$ cat src/core/stepper_pkg.sv
/*
  Shared constants and types for the stepper phase sequencer.
  Assumes a single 100 MHz clock domain and synchronous control inputs.
*/
package stepper_pkg;

  // Phase position counter: eight half-step positions
  localparam int unsigned POS_W        = 3;
  localparam logic [2:0]  POS_INIT     = 3'h1;  // A and BB on (odd = two phases on)
  localparam logic [2:0]  POS_STEP_HALF = 3'h1;
  localparam logic [2:0]  POS_STEP_FULL = 3'h2;

  // Fault type codes on the level output (three distinct levels, zero when none)
  localparam logic [1:0]  LVL_NONE     = 2'h0;
  localparam logic [1:0]  LVL_OPEN     = 2'h1;
  localparam logic [1:0]  LVL_OVERCUR  = 2'h2;
  localparam logic [1:0]  LVL_OVERHEAT = 2'h3;

  // Phase output bundle
  typedef struct packed {
    logic a;
    logic a_bar;
    logic b;
    logic b_bar;
  } phases_s;

  localparam phases_s PHASES_OFF = '{a: 1'b0, a_bar: 1'b0, b: 1'b0, b_bar: 1'b0};

  // Protection detector inputs
  typedef struct packed {
    logic open_load;
    logic over_current;
    logic over_heat;
  } detect_s;

  // Sequencer states
  typedef enum logic [2:0] {
    ST_RESET = 3'b001,
    ST_RUN   = 3'b010,
    ST_TRIP  = 3'b100
  } seq_state_e;

endpackage : stepper_pkg

$ cat src/core/phase_decode.sv
/*
  Maps a half-step position to the four phase drive levels.
  Assumes the position is a registered value from the sequencer.
*/
`timescale 1ns/1ns
module phase_decode (
  input  wire logic [2:0]         pos,     // Half-step position
  output stepper_pkg::phases_s    phases   // Decoded phase levels
);

  // Even positions: one phase on; odd positions: two adjacent phases on
  always_comb begin
    phases = stepper_pkg::PHASES_OFF;
    unique case (pos)
      3'h0: phases.a = 1'b1;
      3'h1: begin
        phases.a     = 1'b1;
        phases.b_bar = 1'b1;
      end
      3'h2: phases.b_bar = 1'b1;
      3'h3: begin
        phases.b_bar = 1'b1;
        phases.a_bar = 1'b1;
      end
      3'h4: phases.a_bar = 1'b1;
      3'h5: begin
        phases.a_bar = 1'b1;
        phases.b     = 1'b1;
      end
      3'h6: phases.b = 1'b1;
      3'h7: begin
        phases.b = 1'b1;
        phases.a = 1'b1;
      end
    endcase
  end

endmodule : phase_decode

$ cat src/core/stepper_phase_sequencer.sv
/*
  Control logic of a unipolar two-phase stepper driver: phase sequencing on
  step clock edges, enable output cut, latched protection and fault reporting.
  Assumes all inputs are synchronous to clk; the step clock is sampled here.
*/
`timescale 1ns/1ns
module stepper_phase_sequencer (
  input  wire logic                 clk,                // 100 MHz system clock
  input  wire logic                 rst_n,              // Power-on reset, async, active low
  input  wire logic                 system_reset_n,     // System reset pin, active low
  input  wire logic                 enable,             // Output enable, high runs
  input  wire logic                 step_clock,         // External step clock
  input  wire logic                 excitation_select,  // Low 2-phase, high half-step
  input  wire logic                 edge_select,        // High rising only, low both edges
  input  wire logic                 direction_select,   // Low forward, high reverse
  input  wire stepper_pkg::detect_s detect,             // Protection detector levels
  output stepper_pkg::phases_s      phase_out,          // Phase drive A, A bar, B, B bar
  output logic                      any_fault_n,        // Open-drain output level, low on fault
  output logic                      any_fault_oe,       // Drive enable of fault pin
  output logic [1:0]                fault_type_level,   // Fault kind level code
  output logic [2:0]                position            // Current half-step position
);

  stepper_pkg::seq_state_e state;
  stepper_pkg::detect_s    fault_latch;
  logic                    step_prev;
  logic                    step_edge;
  logic                    tripped;
  logic [2:0]              next_position;
  logic [2:0]              stride;
  stepper_pkg::phases_s    decoded;

  assign tripped = |fault_latch;

  // Edge qualification of the step clock
  always_comb begin
    if (edge_select) begin
      step_edge = step_clock & ~step_prev;
    end else begin
      step_edge = step_clock ^ step_prev;
    end
  end

  // Step stride and next position; 2-phase mode snaps to the nearest odd state
  always_comb begin
    stride = excitation_select ? stepper_pkg::POS_STEP_HALF : stepper_pkg::POS_STEP_FULL;
    if (!excitation_select && !position[0]) begin
      // Entering 2-phase from a one-phase state moves a half step onward
      stride = stepper_pkg::POS_STEP_HALF;
    end
    if (direction_select) begin
      next_position = position - stride;
    end else begin
      next_position = position + stride;
    end
  end

  // Step clock history, frozen while disabled so a step clock change made while disabled can count as an edge on return
  always_ff @(posedge clk or negedge rst_n) begin
    if (!rst_n) begin
      step_prev <= 1'b0;
    end else if (!system_reset_n) begin
      step_prev <= step_clock;
    end else if (enable) begin
      step_prev <= step_clock;
    end
  end

  // Sequencer state machine
  always_ff @(posedge clk or negedge rst_n) begin
    if (!rst_n) begin
      state <= stepper_pkg::ST_RESET;
    end else if (!system_reset_n) begin
      state <= stepper_pkg::ST_RESET;
    end else begin
      unique case (state)
        stepper_pkg::ST_RESET: state <= stepper_pkg::ST_RUN;
        stepper_pkg::ST_RUN:   if (tripped) state <= stepper_pkg::ST_TRIP;
        stepper_pkg::ST_TRIP:  state <= stepper_pkg::ST_TRIP;
        default:               state <= stepper_pkg::ST_RESET;
      endcase
    end
  end

  // Position counter: held through enable low and in the ST_TRIP state
  always_ff @(posedge clk or negedge rst_n) begin
    if (!rst_n) begin
      position <= stepper_pkg::POS_INIT;
    end else if (!system_reset_n) begin
      position <= stepper_pkg::POS_INIT;
    end else if (enable && state == stepper_pkg::ST_RUN && step_edge) begin
      position <= next_position;
    end
  end

  // Protection latches, cleared only by system reset or power-on reset
  always_ff @(posedge clk or negedge rst_n) begin
    if (!rst_n) begin
      fault_latch <= '0;
    end else if (!system_reset_n) begin
      fault_latch <= '0;
    end else begin
      fault_latch <= fault_latch | detect;
    end
  end

  phase_decode u_decode (
    .pos    (position),
    .phases (decoded)
  );

  // Phase outputs: off in reset, while disabled and once tripped
  always_ff @(posedge clk or negedge rst_n) begin
    if (!rst_n) begin
      phase_out <= stepper_pkg::PHASES_OFF;
    end else if (!enable || !system_reset_n || tripped || (|detect)) begin
      phase_out <= stepper_pkg::PHASES_OFF;
    end else begin
      phase_out <= decoded;
    end
  end

  // Fault reporting: open-drain pull-down and kind level, priority heat, current, open
  always_ff @(posedge clk or negedge rst_n) begin
    if (!rst_n) begin
      any_fault_n      <= 1'b1;
      any_fault_oe     <= 1'b0;
      fault_type_level <= stepper_pkg::LVL_NONE;
    end else begin
      any_fault_n  <= ~tripped;
      any_fault_oe <= tripped;
      if (fault_latch.over_heat) begin
        fault_type_level <= stepper_pkg::LVL_OVERHEAT;
      end else if (fault_latch.over_current) begin
        fault_type_level <= stepper_pkg::LVL_OVERCUR;
      end else if (fault_latch.open_load) begin
        fault_type_level <= stepper_pkg::LVL_OPEN;
      end else begin
        fault_type_level <= stepper_pkg::LVL_NONE;
      end
    end
  end

endmodule : stepper_phase_sequencer

$ cat config.mk
export PLATFORM = sky130hd
export DESIGN_NAME = stepper_phase_sequencer
export DESIGN_NICKNAME = d
export VERILOG_FILES = /design/src/core/stepper_pkg.sv /design/src/core/phase_decode.sv /design/src/core/stepper_phase_sequencer.sv
export SDC_FILE = /design/constraint.sdc
export NUM_CORES = 1
export LEC_CHECK = 0
export BUFFER_PORTS_ARGS = -buffer_cell sky130_fd_sc_hd__buf_2
export CORE_MARGIN = 3
export CORE_UTILIZATION = 50
export CTS_CLUSTER_DIAMETER = 50
export CTS_CLUSTER_SIZE = 30
export DETAILED_ROUTE_END_ITERATION = 8
export PLACE_DENSITY = 0.77
export SLEW_MARGIN = 5
export SYNTH_ARGS = -nofsm -noshare
export SYNTH_HDL_FRONTEND = slang
export SYNTH_HIERARCHICAL = 1
export SYNTH_SLANG_ARGS = --single-unit
export TNS_END_PERCENT = 10
$ cat constraint.sdc
create_clock -name clk -period 2.2 [get_ports clk]
set_input_delay 0.33 -clock clk [delete_from_list [all_inputs] [get_ports clk]]
set_output_delay 0.33 -clock clk [all_outputs]
set_load 0.05 [all_outputs]
==> impl_metrics.tcl, run 1 <==
set metrics [dict create \
    status "finished clean" \
    die_y_um 47.2 \
    rsz0062_at_grt "no" \
    ctsHtreeMaxLevel 1 \
    cts-hold-fix-buffers 1 \
    tritoncts_num_sinks 18 \
    syn_nets 92 \
    synth.area.top_cells "dfrtp_1, dfstp_2, mux2i_1" \
    setup_violations 0 \
    root_buffer "clkbuf_4" \
    start_kind "register" \
    start_util 0.544 \
    crit_slowest_cell "dfstp_2" \
    synth.avg_cell_area_um2 10.7 \
    drive_above_1_share 0.288 \
    area_delta_synth_final_pct 19.8 \
    yosysTopAreaCellShare 0.442 \
    wl_um 1500 \
    wl_per_cell_um 12.5 \
    final-seq-area_um2 454 \
    maxSlewHeadroom 0.738 \
    hpwl_um 1150 \
    cp-end-kind "register" \
    antenna_cells 0 \
    place_congestion 0.707 \
    viasPerCell 5.32 \
    path_clk_slew_ns 0.10 \
    grt_usage 0.158 \
    rows 14 \
    max_cap_viol_count 0 \
    drv_slew 0 \
    numCtsBuffers 3 \
    postRouteAntennaNets 0 \
    grt_max_degree 19 \
    cts_tree "done" \
    ys_types 33 \
    power_uw 694 \
    ctsResizeCount 0 \
    ys.flop_type "dfrtp_1" \
    grt_pass1_wl_um 2490 \
    arrival_ns 2.06 \
    dieArea_um2 2230 \
    synth_edf_count 0 \
    drt_iter0_markers 8 \
    clock_path_buffers 2 \
    coreArea_um2 1560 \
    grt_pass1_vias 583 \
    clock_skew_ns 0.00220 \
    final_hold_viol_count 0 \
    port_buffers 21 \
    worst_pin_slew_ns 0.392 \
    fill_cells 137 \
    ios 22 \
    hold_class "primary input to register" \
    crit_fanout 8 \
    min_period_over_period 0.837 \
    async_reset_ff_frac 1.00 \
    synth_area_um2 848 \
    multi_input_area_um2 368 \
    yosysTopAreaCell "dfrtp_1" \
    dr.pass1.iters 4 \
    path_buf_inv 0 \
    worstPathCellList "a21boi_0 > fa_1 > xnor2_1 > a211oi_1 > mux2i_1" \
    vias 638 \
    postCtsSetupRepairBufs 0 \
    slowest_delay_ns 0.62 \
    ys_ff_latch 18 \
    grt_overflow 0 \
    cp_data_required_time_ns 2.42 \
    timing_worst_setup_path_type "register to register" \
    irDropWorstVdd_uv 654 \
    power.static_leakage_uw 0.000494 \
    insertion_delay_ns 0.29 \
    fin_setup_tns_ns 0 \
    drcViolationCount 0 \
    crit_family "flip-flops" \
    die_w_um 47.2 \
    grt_antenna_before_repair 0 \
    nets 118 \
    yosys_warnings 6 \
    synth-seq-area-share 0.535 \
    max_freq_mhz 543 \
    synthCells 79 \
    fin_crit_ns 1.84 \
    p_per_area_nw_per_um2 683 \
]
-- cell usage after synthesis (all sizes together), types with 2 or more instances --
| master | instances |
|---|---|
| nand2b | 3 |
| nand2 | 4 |
| nor2 | 8 |
| and2 | 4 |
| dfrtp | 15 |
| or2 | 2 |
| a211oi | 3 |
| and4 | 2 |
| o21ai | 4 |
| a31oi | 2 |
| inv | 6 |
| dfstp | 3 |
| mux2i | 3 |
| nor3 | 3 |
-- flip-flops by register name, indices dropped and copies added (netlist names) --
name / count
any_fault_n: 1
any_fault_oe: 1
fault_latch: 3
fault_type_level: 2
phase_out: 4
position: 3
state: 3
step_prev: 1
-- worst paths after layout --
| check | startpoint | end | slack [ns] | cells past startpoint |
|---|---|---|---|---|
| worst max-delay path | position[0] | position[2] | 0.36 | 5 |
| worst min-delay path | enable | step_prev | 0.27 | 2 |
| worst max register to register | position[0] | position[2] | 0.36 | 5 |
| worst min register to register | fault_latch[0] | any_fault_n | 0.50 | 1 |
| max in group asynchronous | rst_n | state[0] | 1.40 | 2 |
| min in group asynchronous | rst_n | any_fault_oe | 0.49 | 2 |
-- layer usage --
metal / vias to the layer above / wire, um / global-route usage
met2: 20 / 705 / 0.257
met1: 290 / 699 / 0.209
li1: 324 / - / -
met4: 0 / 25 / 0.0497
met5: - / 0 / 0
met3: 4 / 67 / 0.0345
-- cell usage in the layout (no fill, tap or decap), types with 4 or more instances in the layout --
cell | netlist | routed
nor2_1 | 8 | 8
and2_1 | 4 | 4
nand2_1 | 4 | 4
dfrtp_1 | 15 | 15
inv_1 | 6 | 6
o21ai_0 | 4 | 4
buf_2 | 0 | 21
-- kinds of logic after synthesis --
family,after synthesis,synth area share
compound gates,14,0.109
flops,18,0.535
buf+inv,7,0.0310
simple gates,33,0.230
mux,3,0.0354
xor+xnor,2,0.0207
fa+ha+maj,2,0.0383
-- worst reg2reg max path, cell delays in order (launching register included) --
cell      delay (ns)
dfstp_2         0.62
a21boi_0        0.14
fa_1            0.42
xnor2_1         0.13
a211oi_1        0.26
mux2i_1         0.21
-- metrics by stage --
stage               instance area (um^2)  cells  hold WS (ns)  utilization  worst slack (ns)
detailed placement                   970    115         0.273        0.622             0.379
finish                              1020    120         0.267        0.652             0.358
global route                        1020    120         0.283        0.652             0.197
floorplan                            848     79        0.0344            -             0.230
global placement                     970    115         0.270        0.622             0.421
CTS                                 1020    120         0.269        0.652             0.348
-- report_power, final --
group	switching [uW]	internal (uW)	leakage (uW)
Clock	100	101	0.0000210
Sequential	23.5	356	0.000225
Combinational	71.1	42.7	0.000248
-- cell type report --
| type | count | share of cell area |
|---|---|---|
| Tap cell | 16 | 0.0197 |
| Clock buffer | 4 | 0.0357 |
| Sequential cell | 18 | 0.447 |
| Inverter | 6 | 0.0222 |
| Multi-Input combinational cell | 54 | 0.362 |
| Timing Repair Buffer | 22 | 0.113 |
Power figures use the tool's default switching activity.
==> run 2: changes to the inputs <==
clock period = 1.9 ns   (was 2.2 ns; I/O delays follow)
==> run 2 against run 1 <==
Sequential power rose by 15%; clock skew rose by 0.0057 ns; flip-flop and latch count did not move; critical path type unchanged; critical endpoint unchanged.
==> impl_metrics.tcl, run 2 (same netlist as run 1, synthesis figures left out) <==
set metrics [dict create \
    vias 626 \
    final_hold_viol_count 0 \
    use_met1 0.174 \
    max_cap_viol_count 0 \
    start_kind "register" \
    path_clk_slew_ns 0.11 \
    dp_cells 115 \
    hpwl_um 1130 \
    postRouteAntennaNets 0 \
    hold_class "primary input to register" \
    grt_pass1_vias 535 \
    arrival_ns 2.03 \
    antenna_cells 0 \
    grt.met3_usage 0.0345 \
    max_freq_mhz 556 \
    place_congestion 0.742 \
    postCtsSetupRepairBufs 0 \
    cts_tree "done" \
    drt_iter0_markers 7 \
    dr.pass1.iters 4 \
    p_sw_uw 227 \
    irDropWorstVdd_uv 529 \
    port_buffers 21 \
    holdCritStartpoint "enable" \
    viasPerCell 5.22 \
    root_buffer "clkbuf_4" \
    grt_use_met2 0.238 \
    p_per_area_nw_per_um2 787 \
    cp_data_required_time_ns 2.13 \
    drv_slew 0 \
    layout_commonest_cell "buf_2" \
    reg2reg_slack_ns 0.10 \
    seqPwrFrac 0.542 \
    status "finished clean" \
    worst_pin_slew_ns 0.397 \
    timing_worst_setup_path_type "register to register" \
    area_delta_synth_final_pct 20.8 \
    ios 22 \
    fill_cells 136 \
    dieArea_um2 2230 \
    numCtsBuffers 3 \
    rows 14 \
    ff2ff_path_depth 5 \
    r2r_start "position[0]" \
    clock_path_buffers 2 \
    fin_crit_ns 1.80 \
    insertion_delay_ns 0.29 \
    die_y_um 47.2 \
    p_comb_frac 0.167 \
    grt_overflow 0 \
    largest_reg_flops 4 \
    coreArea_um2 1560 \
    ctsHtreeMaxLevel 1 \
    post_layout_nonfiller_instances 120 \
    cp-end-kind "register" \
    switching_share 0.282 \
    grt_usage 0.148 \
    power.static_leakage_uw 0.000494 \
    grt_pass1_wl_um 2210 \
    regMostFlops "phase_out" \
    clockPowerShare 0.291 \
    hold_depth 2 \
    start_util 0.544 \
    drcViolationCount 0 \
    final_cell_mix "buf_2, dfrtp_1, nor2_1" \
    clock_skew_ns 0.00791 \
    die_w_um 47.2 \
    grt_antenna_before_repair 0 \
    maxSlewHeadroom 0.735 \
    wl_um 1470 \
    rsz0062_at_grt "no" \
    tritoncts_num_sinks 18 \
    grt_max_degree 19 \
    fin_setup_tns_ns 0 \
    min_period_over_period 0.947 \
    rr_endpoint "position[2]" \
    internal_power_uw 579 \
    busiest_layer "met2" \
    drive_above_1_share 0.298 \
    hold_end "step_prev" \
    nets 118 \
    wl_per_cell_um 12.2 \
    crit_fanout 8 \
    setup_violations 0 \
]
run 2: per-stage QoR:
stage	cell area, um^2	util	setup WS (ns)	power, uW	hold slack (ns)
after floorplan	852	-	0.0246	531	-0.0106
after global placement	973	0.624	0.116	572	0.228
after detailed placement	973	0.624	0.0402	577	0.235
after CTS	1020	0.654	0.0126	816	0.199
after global routing	1020	0.657	0.0130	850	0.201
final	1020	0.657	0.101	806	0.207
run 2: area by class of cell:
class                      instances  area, um^2  area share
tap                               16        20.0      0.0195
timing repair buffer              22         115       0.112
inverter                           6        22.5      0.0220
multi-input combinational         54         373       0.364
sequential                        18         458       0.447
clock buffer                       4        36.3      0.0354
run 2: worst max-delay path, stage by stage (launching register included):
cell      delay (ns)
dfstp_4         0.67
a21boi_0        0.13
fa_1            0.42
xnor2_1         0.15
a211oi_2        0.17
mux2i_1         0.19
run 2: power by group through the flow:
stage	Combinational [uW]	Sequential, uW	Clock (uW)
after global routing	149	442	260
after detailed placement	133	444	0
after CTS	135	437	245
final	134	437	235
after global placement	129	444	0
after floorplan	56.5	474	0
run 2: metal layers:
layer	routed length [um]	up-vias	part of all wire
met2	699	15	0.48
met1	670	283	0.46
met5	0	-	0
met3	59	4	0.040
met4	36	0	0.025
li1	-	324	-
run 2: worst max path at each step:
| stage | endpoint | cells after the start | startpoint | slack, ns |
|---|---|---|---|---|
| 2_1_floorplan | position[2] | 5 | position[0] | 0.02 |
| 3_3_place_gp | position[2] | 5 | position[0] | 0.12 |
| 3_5_place_dp | position[2] | 5 | position[0] | 0.04 |
| 4_1_cts | position[2] | 5 | position[0] | 0.01 |
| 5_1_grt | position[2] | 5 | position[0] | 0.01 |
| 6_report | position[2] | 5 | position[0] | 0.10 |
run 2: timing repair:
item                                   in CTS  in global routing
setup endpoints to repair                   0                  1
endpoints found under the hold margin      15                  0
resized for setup                           0                  1
hold buffers                                1                  0
==> run 3: changes to the inputs <==
CORE_UTILIZATION = 53   (was 50)
CTS_BUF_LIST = sky130_fd_sc_hd__clkbuf_4 sky130_fd_sc_hd__clkbuf_8   (was default)
PLACE_DENSITY = 0.81   (was 0.77)
==> run 3 against run 2 <==
Core utilization is 7.4 points higher; count of clock-buffer cells in the layout stayed put; global-route usage up 1.9 points; register-to-register slack barely moved; sequential power about the same; power about the same; critical path depth is the same; fmax decreased by 0.26%; die area is 5.0% lower; sequential share of layout area is 0.055 points higher; critical path type unchanged; highest routed layer unchanged.
==> impl_metrics.tcl, run 3 (same netlist as run 1, synthesis figures left out) <==
set metrics [dict create \
    status "finished clean" \
    max_cap_viol_count 0 \
    port_buffers 21 \
    maxSlewHeadroom 0.743 \
    grt_antenna_before_repair 0 \
    crit_fanout 8 \
    power.static_leakage_uw 0.000494 \
    drv_slew 0 \
    dp_cells 114 \
    placed_cell_area_um2 972 \
    post_layout_nonfiller_instances 119 \
    start_util 0.606 \
    viasPerCell 5.39 \
    final_area_um2 1020 \
    coreArea_um2 1400 \
    start_kind "register" \
    regMostFlops "phase_out" \
    arrival_ns 2.02 \
    final_hold_viol_count 0 \
    hold_ws_ns 0.221 \
    antenna_cells 0 \
    clock_skew_ns 0.00266 \
    tritoncts_num_sinks 18 \
    largest_reg_flops 4 \
    rsz0062_at_grt "no" \
    slowest_delay_ns 0.67 \
    grt_usage 0.167 \
    drcViolationCount 0 \
    grt_pass1_vias 595 \
    cp_data_required_time_ns 2.12 \
    dieArea_um2 2120 \
    hpwl_um 1150 \
    hold_class "primary input to register" \
    path_buf_inv 0 \
    clock_path_buffers 2 \
    ctsHtreeMaxLevel 1 \
    insertion_delay_ns 0.29 \
    die_y_um 46.0 \
    grt_pass1_wl_um 2500 \
    nets 118 \
    dr.pass1.iters 4 \
    worstPathCellList "a21boi_0 > fa_1 > xnor2_1 > a211oi_2 > mux2i_1" \
    fill_cells 101 \
    root_buffer "clkbuf_4" \
    setup_violations 0 \
    grt_overflow 0 \
    drive_above_1_share 0.298 \
    fin_crit_ns 1.80 \
    irDropWorstVdd_uv 481 \
    vias 642 \
    die_w_um 46.0 \
    wl_um 1470 \
    numCtsBuffers 3 \
    postCtsSetupRepairBufs 0 \
    path_clk_slew_ns 0.10 \
    min_period_over_period 0.949 \
    setup.worst_path.start "position[0]" \
    timing_worst_setup_path_type "register to register" \
    r2r_start "position[0]" \
    p_per_area_nw_per_um2 787 \
    layout_commonest_cell "buf_2" \
    final_cell_mix "buf_2, dfrtp_1, nor2_1" \
    drt_iter0_markers 18 \
    holdCritStartpoint "detect[1]" \
    place_congestion 0.770 \
    cp-end-kind "register" \
    max_freq_mhz 554 \
    cts_tree "done" \
    ios 22 \
    rows 13 \
    fin_setup_tns_ns 0 \
    worst_pin_slew_ns 0.386 \
    wl_per_cell_um 12.4 \
    crit_slowest_cell "dfstp_4" \
    grt_max_degree 19 \
    crit_family "flip-flops" \
    postRouteAntennaNets 0 \
    area_delta_synth_final_pct 20.6 \
]
## run 3: timing repair
item | in CTS | in global routing
hold buffers | 1 | 0
endpoints found under the hold margin | 15 | 0
resized for setup | 0 | 1
setup endpoints to repair | 0 | 1
## run 3: worst paths after layout
check	end	slack, ns	cells after the start
min in group asynchronous	fault_type_level[0]	0.43	2
setup reg to reg	position[2]	0.1	5
setup / recovery	position[2]	0.1	5
hold / removal	fault_latch[1]	0.22	3
max in group asynchronous	position[0]	1.15	2
hold reg to reg	any_fault_n	0.50	1
## run 3: routing by layer
metal | vias to the layer above | GRT usage | wire [um] | part of all wire
met5 | - | 0 | 0 | 0
met1 | 303 | 0.216 | 662 | 0.45
met4 | 0 | 0.0682 | 13 | 0.0088
met3 | 2 | 0.0356 | 76 | 0.052
li1 | 322 | - | - | -
met2 | 15 | 0.266 | 718 | 0.49
## run 3: layout make-up
type / instances / area, um^2 / share of cell area
tap: 15 / 18.8 / 0.0183
timing repair buffer: 22 / 115 / 0.112
sequential: 18 / 458 / 0.447
inverter: 6 / 22.5 / 0.0220
multi-input combinational: 54 / 373 / 0.364
clock buffer: 4 / 36.3 / 0.0355
## run 3: report_power, final
| part | leakage [uW] | total (uW) | switching [uW] | internal (uW) |
|---|---|---|---|---|
| clock | 0.0000210 | 234 | 117 | 117 |
| combinational | 0.000248 | 134 | 83.6 | 50.2 |
| sequential | 0.000225 | 438 | 26.3 | 412 |
| total | 0.000494 | 806 | 227 | 579 |
## run 3: stage by stage
step	setup slack (ns)	util	power, uW
after detailed placement	0.0522	0.695	576
after global routing	0.0191	0.732	842
after global placement	0.113	0.695	572
final	0.0960	0.732	806
after CTS	0.0274	0.728	810
after floorplan	0.0246	-	531
## run 3: worst reg2reg max path, cell delays in order (launching register included)
cell      delay [ns]
dfstp_4         0.67
a21boi_0        0.13
fa_1            0.43
xnor2_1         0.15
a211oi_2        0.17
mux2i_1         0.19
